--- src/rtl/vic_defs.vh ---
`ifndef VIC_DEFS_VH
`define VIC_DEFS_VH
// register addresses in data memory space
`define VIC_ADDR_W        12
`define VIC_ADDR_PRIO     12'hfb2
// priority select fields
`define VIC_PRIO_GATE     3
`define VIC_PRIO_SEL_ALL  3'h7
`define VIC_PRIO_NONE     3'h0
`define VIC_PRIO_RST      4'h0
// edge mode fields
`define VIC_MODE_EDGE0    0
`define VIC_MODE_BYPASS   2
`define VIC_MODE_SCLK     3
`define VIC_MODE_RST      4'h0
// nesting status codes
`define VIC_NEST_IDLE     2'h0
`define VIC_NEST_ONE      2'h1
`define VIC_NEST_TWO      2'h2
`define VIC_NEST_BIT_LO   2
`define VIC_NEST_BIT_HI   3
// sample clock divider and filter depth
`define VIC_DIV_MAX       6'h3f
`define VIC_FILT_N        2
// request source indices (0 = shared vector)
`define VIC_NSRC          6
`define VIC_SRC_SHARED    0
`define VIC_SRC_EXTA      1
`define VIC_SRC_EXTB      2
`define VIC_SRC_SERIAL    3
`define VIC_SRC_TIMA      4
`define VIC_SRC_TIMB      5
`define VIC_FLAG_N        7
`define VIC_FLAG_BOTH     6
`endif

--- src/rtl/vic_edge_detect.v ---
`include "vic_defs.vh"
// synchronised edge detector with optional sampled noise filter
module vic_edge_detect (
   // clock and reset
   input  wire       clock,
   input  wire       srst,
   // pin and mode
   input  wire       pin,
   input  wire       falling,
   input  wire       both,
   input  wire       filt_en,
   input  wire       sample_tick,
   // one-cycle edge event
   output reg        edge_pulse
);
   reg sync1_r;
   reg sync2_r;
   reg hist_r;
   reg lvl_r;
   reg prev_r;
   wire lvl_now;
   wire rise;
   wire fall;

   ////////////////////////////////////////////////////////////////////
   // two-stage synchroniser
   always @(posedge clock) begin
      if (srst) begin
         sync1_r <= 1'b0;
         sync2_r <= 1'b0;
      end else begin
         sync1_r <= pin;
         sync2_r <= sync1_r;
      end
   end

   // filter: level changes only after two equal samples
   always @(posedge clock) begin
      if (srst) begin
         hist_r <= 1'b0;
         lvl_r  <= 1'b0;
      end else if (sample_tick) begin
         hist_r <= sync2_r;
         if (hist_r == sync2_r)
            lvl_r <= sync2_r;
      end
   end

   assign lvl_now = filt_en ? lvl_r : sync2_r;
   assign rise    = lvl_now & ~prev_r;
   assign fall    = ~lvl_now & prev_r;

   // edge event for one clock
   always @(posedge clock) begin
      if (srst) begin
         prev_r     <= 1'b0;
         edge_pulse <= 1'b0;
      end else begin
         prev_r     <= lvl_now;
         edge_pulse <= both ? (rise | fall) : (falling ? fall : rise);
      end
   end
endmodule // vic_edge_detect

--- src/rtl/vic_ctrl.v ---
`include "vic_defs.vh"
module vic_ctrl (
   // clock and reset
   input  wire        clock,
   input  wire        srst,
   // data memory write/read port
   input  wire        mem_wr4,
   input  wire        mem_wr1,
   input  wire [1:0]  mem_bit,
   input  wire        mem_bit_val,
   input  wire [11:0] mem_addr,
   input  wire [3:0]  mem_wdata,
   output wire [3:0]  prio_rdata,
   // interrupt control instructions
   input  wire        unmask_all_op,
   input  wire        mask_all_op,
   input  wire        return_from_irq_op,
   input  wire [1:0]  restored_nest,
   // mode register writes
   input  wire        ext_a_mode_wr,
   input  wire [3:0]  ext_a_mode_wdata,
   input  wire        ext_b_mode_wr,
   input  wire        ext_b_mode_wdata,
   // nesting flag writes (bit access ignores bank enable)
   input  wire        nest_wr,
   input  wire [1:0]  nest_wdata,
   input  wire        nest_bit_wr,
   input  wire        nest_bit_sel,
   input  wire        nest_bit_val,
   // sources
   input  wire        ext_irq_a,
   input  wire        ext_irq_b,
   input  wire        ext_both_edge_irq,
   input  wire        interval_timer_irq,
   input  wire        serial_done_irq,
   input  wire        timer_a_match_irq,
   input  wire        timer_b_match_irq,
   input  wire        osc_div_tick,
   // flags from software
   input  wire [6:0]  src_enable_flag,
   input  wire        flag_clr,
   input  wire [2:0]  flag_clr_idx,
   // sequencer handshake
   input  wire        op_end,
   output wire        irq_take,
   output reg  [2:0]  vector_num,
   output reg  [3:0]  vector_addr,
   output reg  [1:0]  stacked_nest,
   output wire        standby_release,
   // status
   output wire [3:0]  high_prio_sel,
   output wire [3:0]  ext_a_edge_mode,
   output wire        ext_b_edge_mode,
   output wire [1:0]  nest_level,
   output wire [6:0]  req_flag
);
   // registers
   reg  [3:0] prio_r;
   reg  [3:0] mode_a_r;
   reg        mode_b_r;
   reg  [1:0] nest_r;
   reg  [6:0] flag_r;
   reg  [6:0] flag_nxt;
   reg  [5:0] div_r;
   // request path
   wire [2:0] hp_sel;
   wire       gate_open;
   wire [5:0] vreq;
   wire [5:0] elig;
   wire       tick;
   // edge events
   wire       ev_a;
   wire       ev_b;
   wire       ev_both;
   // winner of this cycle
   reg  [2:0] win;
   reg        any;

   // lowest source number wins
   function [2:0] first_set;
      input [5:0] v;
      integer k;
      begin
         first_set = 3'h0;
         for (k = `VIC_NSRC - 1; k >= 0; k = k - 1)
            if (v[k])
               first_set = k[2:0] + 3'h1;
      end
   endfunction

   // address decode of the priority select register
   function prio_hit;
      input [`VIC_ADDR_W-1:0] a;
      begin
         prio_hit = (a == `VIC_ADDR_PRIO);
      end
   endfunction

   // nesting level after an acceptance, never past two
   function [1:0] nest_step;
      input [1:0] s;
      begin
         nest_step = (s == `VIC_NEST_IDLE) ? `VIC_NEST_ONE : `VIC_NEST_TWO;
      end
   endfunction

   ////////////////////////////////////////////////////////////////////
   // priority select register
   always @(posedge clock) begin
      if (srst)
         prio_r <= `VIC_PRIO_RST;
      else if (mem_wr4 && prio_hit(mem_addr))
         prio_r <= mem_wdata;
      else if (mem_wr1 && prio_hit(mem_addr))
         prio_r[mem_bit] <= mem_bit_val;
      else if (unmask_all_op)
         prio_r[`VIC_PRIO_GATE] <= 1'b1;
      else if (mask_all_op)
         prio_r[`VIC_PRIO_GATE] <= 1'b0;
   end

   // selected high source, 7 treated as none
   assign hp_sel = (prio_r[2:0] == `VIC_PRIO_SEL_ALL) ? `VIC_PRIO_NONE
                                                      : prio_r[2:0];
   // master gate bit
   assign gate_open = prio_r[`VIC_PRIO_GATE];

   ////////////////////////////////////////////////////////////////////
   // edge mode registers
   always @(posedge clock) begin
      if (srst) begin
         mode_a_r <= `VIC_MODE_RST;
         mode_b_r <= 1'b0;
      end else begin
         if (ext_a_mode_wr)
            mode_a_r <= ext_a_mode_wdata;
         if (ext_b_mode_wr)
            mode_b_r <= ext_b_mode_wdata;
      end
   end

   // divide-by-64 sample tick, or every clock
   always @(posedge clock) begin
      if (srst)
         div_r <= 6'h00;
      else if (osc_div_tick)
         div_r <= (div_r == `VIC_DIV_MAX) ? 6'h00 : div_r + 6'h01;
   end
   assign tick = mode_a_r[`VIC_MODE_SCLK] ? (osc_div_tick && div_r == `VIC_DIV_MAX)
                                          : 1'b1;

   ////////////////////////////////////////////////////////////////////
   // edge detectors
   vic_edge_detect u_ext_a (
      .clock       (clock),
      .srst        (srst),
      .pin         (ext_irq_a),
      .falling     (mode_a_r[`VIC_MODE_EDGE0]),
      .both        (1'b0),
      .filt_en     (~mode_a_r[`VIC_MODE_BYPASS]),
      .sample_tick (tick),
      .edge_pulse  (ev_a)
   );
   vic_edge_detect u_ext_b (
      .clock       (clock),
      .srst        (srst),
      .pin         (ext_irq_b),
      .falling     (mode_b_r),
      .both        (1'b0),
      .filt_en     (1'b0),
      .sample_tick (1'b1),
      .edge_pulse  (ev_b)
   );
   vic_edge_detect u_ext_both (
      .clock       (clock),
      .srst        (srst),
      .pin         (ext_both_edge_irq),
      .falling     (1'b0),
      .both        (1'b1),
      .filt_en     (1'b0),
      .sample_tick (1'b1),
      .edge_pulse  (ev_both)
   );

   ////////////////////////////////////////////////////////////////////
   // vectored requests: index 0 shared vector, flags 0 and 6 ORed
   assign vreq[0] = (flag_r[0] & src_enable_flag[0]) |
                    (flag_r[`VIC_FLAG_BOTH] & src_enable_flag[`VIC_FLAG_BOTH]);
   assign vreq[`VIC_SRC_EXTA] = flag_r[`VIC_SRC_EXTA] & src_enable_flag[`VIC_SRC_EXTA];
   assign vreq[`VIC_SRC_EXTB] = flag_r[`VIC_SRC_EXTB] & src_enable_flag[`VIC_SRC_EXTB];
   assign vreq[`VIC_SRC_SERIAL] = flag_r[`VIC_SRC_SERIAL] & src_enable_flag[`VIC_SRC_SERIAL];
   assign vreq[`VIC_SRC_TIMA] = flag_r[`VIC_SRC_TIMA] & src_enable_flag[`VIC_SRC_TIMA];
   assign vreq[`VIC_SRC_TIMB] = flag_r[`VIC_SRC_TIMB] & src_enable_flag[`VIC_SRC_TIMB];
   assign standby_release = |vreq;

   // nest level filter per request
   genvar g;
   generate
      for (g = 0; g < `VIC_NSRC; g = g + 1) begin : g_elig
         assign elig[g] = vreq[g] &&
                          (nest_r == `VIC_NEST_IDLE ||
                           (nest_r == `VIC_NEST_ONE && hp_sel == g + 1));
      end
   endgenerate

   // choose winner by fixed order
   always @* begin
      win = first_set(elig);
      any = |elig && gate_open && op_end;
   end
   assign irq_take = any;

   ////////////////////////////////////////////////////////////////////
   // acceptance outputs registered
   always @(posedge clock) begin
      if (srst) begin
         vector_num   <= 3'h0;
         vector_addr  <= 4'h0;
         stacked_nest <= `VIC_NEST_IDLE;
      end else begin
         if (any) begin
            vector_num   <= win;
            vector_addr  <= {win, 1'b0};
            stacked_nest <= nest_r;
         end
      end
   end

   // nesting flags
   always @(posedge clock) begin
      if (srst)
         nest_r <= `VIC_NEST_IDLE;
      else if (any)
         nest_r <= nest_step(nest_r);
      else if (return_from_irq_op)
         nest_r <= restored_nest;
      else if (nest_wr)
         nest_r <= nest_wdata;
      else if (nest_bit_wr)
         nest_r[nest_bit_sel] <= nest_bit_val;
   end

   ////////////////////////////////////////////////////////////////////
   // request flags: set wins over clear
   always @* begin
      flag_nxt = flag_r;
      if (flag_clr)
         flag_nxt[flag_clr_idx] = 1'b0;
      if (any && win != 3'h1)
         flag_nxt[win - 3'h1] = 1'b0;
      if (any && win == 3'h1) begin
         if (!(src_enable_flag[0] && src_enable_flag[`VIC_FLAG_BOTH])) begin
            if (src_enable_flag[0])
               flag_nxt[0] = 1'b0;
            else
               flag_nxt[`VIC_FLAG_BOTH] = 1'b0;
         end
      end
      flag_nxt[0] = flag_nxt[0] | interval_timer_irq;
      flag_nxt[`VIC_SRC_EXTA] = flag_nxt[`VIC_SRC_EXTA] | ev_a;
      flag_nxt[`VIC_SRC_EXTB] = flag_nxt[`VIC_SRC_EXTB] | ev_b;
      flag_nxt[`VIC_SRC_SERIAL] = flag_nxt[`VIC_SRC_SERIAL] | serial_done_irq;
      flag_nxt[`VIC_SRC_TIMA] = flag_nxt[`VIC_SRC_TIMA] | timer_a_match_irq;
      flag_nxt[`VIC_SRC_TIMB] = flag_nxt[`VIC_SRC_TIMB] | timer_b_match_irq;
      flag_nxt[`VIC_FLAG_BOTH] = flag_nxt[`VIC_FLAG_BOTH] | ev_both;
   end

   always @(posedge clock) begin
      if (srst)
         flag_r <= 7'h00;
      else
         flag_r <= flag_nxt;
   end

   // status views
   assign prio_rdata      = prio_r;
   assign high_prio_sel   = prio_r;
   assign ext_a_edge_mode = mode_a_r;
   assign ext_b_edge_mode = mode_b_r;
   assign nest_level      = nest_r;
   assign req_flag        = flag_r;
endmodule // vic_ctrl

--- config.mk ---
export PLATFORM = sky130hd
export DESIGN_NAME = vic_ctrl
export DESIGN_NICKNAME = d
export VERILOG_FILES = /design/src/rtl/vic_edge_detect.v /design/src/rtl/vic_ctrl.v
export VERILOG_INCLUDE_DIRS = /design/src /design/src/rtl
export SDC_FILE = /design/constraint.sdc
export NUM_CORES = 1
export LEC_CHECK = 0
export BUFFER_PORTS_ARGS = -buffer_cell sky130_fd_sc_hd__buf_2
export CAP_MARGIN = 10
export CORE_AREA = 2 2 73 75
export DETAILED_ROUTE_END_ITERATION = 7
export DIE_AREA = 0 0 75 77
export PLACE_DENSITY = 0.8
export SETUP_SLACK_MARGIN = 0.4
export SYNTH_ARGS = -nofsm -noshare
export SYNTH_HDL_FRONTEND = slang
export SYNTH_SLANG_ARGS = --single-unit
export TNS_END_PERCENT = 1
--- constraint.sdc ---
create_clock -name clock -period 7.6 [get_ports clock]
set_clock_uncertainty 0.15 [all_clocks]
set_input_delay 0.76 -clock clock [delete_from_list [all_inputs] [get_ports clock]]
set_output_delay 0.76 -clock clock [all_outputs]
set_load 0.02 [all_outputs]
=== Word level (Yosys, flattened, before mapping) ===
Cells that the tools add are included.

* Add/subtract/negate cells: 2
* Multiply operators: 0
* Divide/modulo/power cells: 0
* Magnitude comparators: 8
* Equal/unequal tests: 13
* Shift-type cells: 0
* Mux-type cells: 40
* Bitwise logic cells: 32
* Reduce and logical (&&, ||, !) cells: 37

{| class="wikitable"
|+ Operators by type and width
! kind !! count
|-
| 1-bit logical AND || 24
|-
| 3-bit two-way mux || 8
|-
| 1-bit two-way mux || 17
|-
| 7-bit bitwise AND || 2
|-
| 7-bit two-way mux || 2
|-
| 7-bit inverter || 2
|-
| 1-bit bitwise AND || 13
|-
| 12-bit equality test, second input constant || 1
|-
| 3-bit equality test, second input constant || 4
|-
| 6-bit OR reduction || 2
|-
| 2-bit two-way mux || 5
|-
| 1-bit OR || 9
|-
| 3-bit by 4-bit less-than comparator with 1-bit output, second input constant || 2
|-
| 4-bit nonzero test || 2
|-
| 6-bit by 1-bit adder with 6-bit output, second input constant || 1
|-
| 1-bit demux with 3-bit select || 2
|-
| 3-bit by 1-bit equality test with 1-bit output, second input constant || 2
|-
| 3-bit by 2-bit equality test with 1-bit output, second input constant || 2
|-
| 6-bit equality test, second input constant || 1
|-
| 3-bit by 1-bit >= comparator with 1-bit output, second input constant || 2
|-
| 1-bit logical OR || 6
|-
| 6-bit two-way mux || 1
|-
| 1-bit inverter || 6
|-
| 4-bit bitwise mux || 1
|-
| other kinds (15) || 15
|}

* Flip-flop bits (word level): 43
* Latch bits: 0
* Bits in writable memories: 0
* Memory bits (read-only): 0
* Input bits: 61
* Output and inout port bits: 33
* Logic and storage cells: 155
* Memories kept: 0

=== Logic depth before layout (Yosys ltp) ===
* Word-level depth: 24
* Gate-level depth with buffers: 14
* Gate-level depth less buffers: 12

=== Modules after synthesis ===
A second synthesis with hierarchy kept.

* Cell total of the unflattened synthesis: 302
* Area total of the unflattened synthesis: 2687.6 um^2

{| class="wikitable"
|+ By module, submodules not included
! module !! instances !! cells each !! area each (um^2) !! seq. area each (um^2)
|-
| vic_ctrl || 1 || 230 || 1936.9 || 580.6
|-
| vic_edge_detect || 3 || 24 || 250.2 || 120.1
|}

=== Least setup slack after synthesis ===
Ideal clock, no wire load.

* Path type: input-to-reg
* Start point: input src_enable_flag[1]
* End point: register flag_r[5], in the netlist req_flag[5]
* Setup time: 130 ps
* Arrival: 2891 ps
* Required time: 7320 ps
* Setup slack: 4430 ps
* Stages: 12
* Path buffers: 2
* Path through: nand3b_1 -> a211oi_2 -> or2_2 -> buf_6 -> a21oi_1 -> or2_2 -> ha_1 -> buf_1 -> nor3_1 -> or3b_1 -> a21oi_1 -> o22ai_1

* Longest elaborated chain between the ends: 13
* Elaborated cells between the ends (all ways): 19
* Classes of those cells: add/sub (1); order compare (2); eq/ne (1); mux (5); bitwise (4); reduce/logical (6)

{| class="wikitable"
|+ Ends and longest elaborated chain
! what !! RTL line !! text
|-
| start, declared || vic_ctrl.v:40 || <nowiki>input wire [6:0] src_enable_flag,</nowiki>
|-
| 1-bit bitwise AND (*) || vic_ctrl.v:189 || <nowiki>assign vreq[`VIC_SRC_EXTA] = flag_r[`VIC_SRC_EXTA] & src_enable_flag[`VIC_SRC_EXTA];</nowiki>
|-
| 1-bit logical AND (*) || vic_ctrl.v:200 || <nowiki>assign elig[g] = vreq[g] &&</nowiki>
|-
| 3-bit two-way mux (2 in series) || vic_ctrl.v:86 || <nowiki>if (v[k])</nowiki>
|-
| 3-bit by 1-bit subtractor with 3-bit output || vic_ctrl.v:250 || <nowiki>flag_nxt[win - 3'h1] = 1'b0;</nowiki>
|-
| 3-bit by 4-bit less-than comparator with 1-bit output (not written as such) or 3-bit by 1-bit >= comparator with 1-bit output (tied branches) || vic_ctrl.v:250 ||
|-
| 1-bit logical AND (not written as such) || vic_ctrl.v:250 ||
|-
| 1-bit two-way mux (not written as such) || vic_ctrl.v:250 ||
|-
| 1-bit demux with 3-bit select || vic_ctrl.v:250 ||
|-
| 7-bit inverter (no source line) || - ||
|-
| 7-bit bitwise AND (no source line) || - ||
|-
| 7-bit two-way mux (*) || vic_ctrl.v:249 || <nowiki>if (any && win != 3'h1)</nowiki>
|-
| 1-bit OR (*) || vic_ctrl.v:264 || <nowiki>flag_nxt[`VIC_SRC_TIMB] = flag_nxt[`VIC_SRC_TIMB] | timer_b_match_irq;</nowiki>
|-
| end signal, assigned || vic_ctrl.v:272 || <nowiki>flag_r <= flag_nxt;</nowiki>
|-
| end, declared || vic_ctrl.v:62 || <nowiki>reg [6:0] flag_r;</nowiki>
|}

Every way passes the cells marked *; elsewhere a longest branch is shown, timed or not.
A chain may end at the register's enable or synchronous reset.

=== Final worst setup path ===
* Start point: register prio_r[1], in the netlist high_prio_sel[1]
* End point: register flag_r[1], in the netlist req_flag[1]

* Longest elaborated chain between the ends: 21
* Elaborated cells between the ends (all ways): 47
* Classes of those cells: add/sub (1); order compare (2); eq/ne (8); mux (10); bitwise (3); reduce/logical (23)

{| class="wikitable"
|+ Ends and longest elaborated chain
! what !! RTL line !! text
|-
| start, declared || vic_ctrl.v:58 || <nowiki>reg [3:0] prio_r;</nowiki>
|-
| start signal, assigned || vic_ctrl.v:111 || <nowiki>prio_r <= `VIC_PRIO_RST;</nowiki>
|-
| start signal, assigned || vic_ctrl.v:113 || <nowiki>prio_r <= mem_wdata;</nowiki>
|-
| start signal, assigned by index || vic_ctrl.v:115 || <nowiki>prio_r[mem_bit] <= mem_bit_val;</nowiki>
|-
| 3-bit equality test (no source line) || - ||
|-
| 3-bit two-way mux (*) || vic_ctrl.v:123 || <nowiki>assign hp_sel = (prio_r[2:0] == `VIC_PRIO_SEL_ALL) ? `VIC_PRIO_NONE</nowiki>
|-
| 3-bit equality test || vic_ctrl.v:202 || <nowiki>(nest_r == `VIC_NEST_ONE && hp_sel == g + 1));</nowiki>
|-
| 1-bit logical AND || vic_ctrl.v:202 ||
|-
| 1-bit logical OR || vic_ctrl.v:201 || <nowiki>(nest_r == `VIC_NEST_IDLE ||</nowiki>
|-
| 1-bit logical AND || vic_ctrl.v:200 ||
|-
| 3-bit two-way mux (6 in series) || vic_ctrl.v:86 ||
|-
| 3-bit by 1-bit subtractor with 3-bit output || vic_ctrl.v:250 ||
|-
| 3-bit by 4-bit less-than comparator with 1-bit output (not written as such) or 3-bit by 1-bit >= comparator with 1-bit output (tied branches) || vic_ctrl.v:250 ||
|-
| 1-bit logical AND (not written as such) || vic_ctrl.v:250 ||
|-
| 1-bit two-way mux (not written as such) || vic_ctrl.v:250 ||
|-
| 1-bit demux with 3-bit select || vic_ctrl.v:250 ||
|-
| 7-bit inverter (no source line) || - ||
|-
| 7-bit bitwise AND (no source line) || - ||
|-
| 7-bit two-way mux (*) || vic_ctrl.v:249 ||
|-
| 1-bit OR (*) || vic_ctrl.v:260 || <nowiki>flag_nxt[`VIC_SRC_EXTA] = flag_nxt[`VIC_SRC_EXTA] | ev_a;</nowiki>
|}

Marks and branches as above.

==> flow_metrics.py <==
metrics = {
    "status": {
        "status": "finished clean",
    },
    "logic_synthesis": {
        "ys_warn_count": 0,
        "yosysTopAreaCell": "dfxtp_1",
        "synth_cell_types": 61,
        "synth_area_leaders": "dfxtp_1 35%, mux2i_1 4.9%, nor2_1 3.9%",
        "syn_area_per_cell_um2": 8.46,
        "dominantRegCellSynth": "dfxtp_1",
        "seq_area_frac_synth": 0.355,
        "netlist_area_um2": 2430,
        "synthCells": 287,
        "yosysTopAreaCellShare": 0.355,
        "synth-edff-count": 0,
        "synth_fp_nets": 351,
        "ys_seq_elements": 43,
        "yosys-top-cells-count": "43 x dfxtp_1, 25 x nor2_1, 23 x nand2_1",
        "synth.most_common_cell": "dfxtp_1",
        "postSynth.asyncResetShare": 0,
    },
    "detailed_routing": {
        "drt_pre_antenna_iters": 4,
        "wl_per_cell_um": 12.8,
        "dr_total_vias": 2322,
        "vias_per_cell": 5.31,
        "ant_nets": 0,
        "wl_um": 5600,
        "drt_iter0_drc": 112,
        "drc": 0,
    },
    "power_and_ir_drop": {
        "leakage_nw": 1.24,
        "swShare": 0.305,
        "clkPwrFrac": 0.308,
        "p_seq_frac": 0.494,
        "intPower_mw": 0.345,
        "p_switching_mw": 0.151,
        "p_comb_frac": 0.198,
        "peakVddDrop_mv": 0.134,
        "powerDensity_nw_per_um2": 170,
    },
    "timing": {
        "setup_violations": 0,
        "layout_min_cycle_time_ns": 3.32,
        "hold_viol": 0,
        "fin_setup_tns_ns": 0,
        "setup_ws_ns": 4.28,
        "fmax_ghz": 0.302,
        "post-route-period-util": 0.436,
        "rsz0062_at_grt": "false",
        "worst_pin_slew_ns": 0.758,
        "maxSlewHeadroom": 0.494,
        "drv_slew": 0,
    },
    "final_layout": {
        "syn2layout_area_growth_pct": 20.5,
        "post-route-util": 0.587,
        "antenna_cells": 0,
        "multi_input_area_um2": 1380,
        "drive_above_1_share": 0.316,
        "seqCellArea_um2": 861,
        "num-fill-cells": 487,
        "fin_nets": 430,
    },
    "placement": {
        "place_congestion": 0.889,
        "hpwl_um": 4420,
        "place_ws_ns": 4.08,
        "port_buffers": 92,
    },
    "floorplanning": {
        "row_count": 26,
        "initial_core_util": 0.488,
        "coreArea_um2": 4980,
        "die_area_um2": 5780,
        "pin_count": 94,
        "dieHeight_um": 77,
        "die_w_um": 75,
    },
    "global_route": {
        "track_usage": 0.201,
        "grt_pass1_vias": 2190,
        "grt_max_degree": 46,
        "overflow": 0,
        "grt_pass1_wl_um": 9200,
        "antenna_found_initial": 0,
    },
    "critical_path": {
        "worstPathRequired_ns": 7.61,
        "worstSetupStartpointType": "flip-flop",
        "critPathCaptureType": "flip-flop",
        "crit_type": "flip-flop to flip-flop",
        "crit_fanout": 10,
        "critPathArrivalTime_ns": 3.32,
    },
    "cts": {
        "hold_buffers": 0,
        "cts-root-buf": "clkbuf_8",
        "ctsResizeCount": 0,
        "cts.sinks": 43,
        "path_clk_slew_ns": 0.09,
        "numCtsBuffers": 5,
        "insertion_delay_ns": 0.29,
        "cts_tree": "built",
        "htreeDepth": 2,
        "cts_buffer_depth": 2,
        "post-cts-setup-buffer-count": 0,
    },
    "job": {
        "max-cap-violations": 0,
    },
    "hold_path": {
        "hold_class": "flip-flop to flip-flop",
    },
}
[sequential cells by signal, summed over array words and instances, names as in the netlist]
register	cells
u_ext_a.hist_r	1
div_r	6
u_ext_a.lvl_r	1
u_ext_a.sync1_r	1
req_flag	7
u_ext_both.prev_r	1
u_ext_a.sync2_r	1
u_ext_both.sync2_r	1
ext_b_edge_mode	1
u_ext_b.sync2_r	1
high_prio_sel	4
u_ext_b.prev_r	1
u_ext_a.prev_r	1
ext_a_edge_mode	4
u_ext_a.edge_pulse	1
vector_addr	3
nest_level	2
u_ext_b.sync1_r	1
u_ext_both.sync1_r	1
stacked_nest	2
u_ext_both.edge_pulse	1
u_ext_b.edge_pulse	1
[worst paths after layout]
kind	startpoint	endpoint	slack (ns)	cells past startpoint
setup / recovery	high_prio_sel[1]	req_flag[1]	4.28	12
hold / removal	u_ext_b.sync1_r	u_ext_b.sync2_r	0.29	1
setup reg to reg	high_prio_sel[1]	req_flag[1]	4.28	12
hold reg to reg	u_ext_b.sync1_r	u_ext_b.sync2_r	0.29	1
[cell usage in the layout (no fill, tap or decap), types with 3 or more instances in the layout]
cell,instances
a211oi_1,11
a21o_1,3
a21oi_1,15
a31oi_1,4
buf_2,92
clkbuf_8,5
dfxtp_1,43
ha_1,3
inv_1,9
mux2i_1,12
nand2_1,23
nand2b_1,3
nand3_1,11
nand3b_1,7
nand4_1,5
nor2_1,25
nor2b_1,13
nor3_1,12
nor3b_1,4
nor4_1,3
o21ai_0,6
o22ai_1,3
or3_1,5
xnor2_1,3
xor2_1,4
[area by class of cell]
type | count | area share
clock inverter | 3 | 0.00899
sequential | 43 | 0.294
multi-input combinational | 214 | 0.473
clock buffer | 5 | 0.0235
timing repair buffer | 92 | 0.157
inverter | 10 | 0.0128
tap | 70 | 0.0300
[per-stage QoR]
step / area, um2 / hold WS (ns) / total power, mW / cells
3_3_place_gp: 2830 / 0.273 / 0.345 / 429
5_1_grt: 2920 / 0.318 / 0.523 / 437
4_1_cts: 2920 / 0.298 / 0.503 / 437
3_5_place_dp: 2830 / 0.275 / 0.348 / 429
6_report: 2920 / 0.294 / 0.496 / 437
2_1_floorplan: 2430 / 0.264 / 0.313 / 287
[cell families after synthesis]
logic type,Yosys count,synth area share
buffers and inverters,30,0.0758
muxes,13,0.0541
xor gates and xnor gates,7,0.0253
and+or+nand+nor,129,0.293
AOI/OAI and AO/OA,61,0.180
other,1,0.00154
DFF,43,0.355
adders and majority gates,3,0.0155
[per-layer routing]
layer | vias up | wire length [um] | global-route usage
li1 | 1183 | - | -
met1 | 1055 | 2490 | 0.244
met2 | 74 | 2710 | 0.338
met3 | 10 | 298 | 0.0381
met4 | 0 | 99 | 0.0821
met5 | - | 0 | 0
[power groups by stage]
stage          Combinational, mW  Clock [mW]  Sequential (mW)
2_1_floorplan             0.0605           0            0.253
3_3_place_gp              0.0957           0            0.250
3_5_place_dp              0.0980           0            0.250
4_1_cts                   0.0983       0.159            0.245
5_1_grt                    0.108       0.169            0.247
6_report                  0.0981       0.153            0.245
[critical path: stages (launching register included)]
cell and delay, ns:
dfxtp_1 0.51, or2b_2 0.35, a211oi_2 0.22, or2_2 0.21, a21oi_1 0.08, or2_2 0.32, ha_1 0.24, nand2b_1 0.13
nor3_1 0.07, nor3_1 0.32, nand2_1 0.12, o41ai_1 0.32, o22ai_1 0.14
No activity file was read; power rests on OpenSTA's default activity.
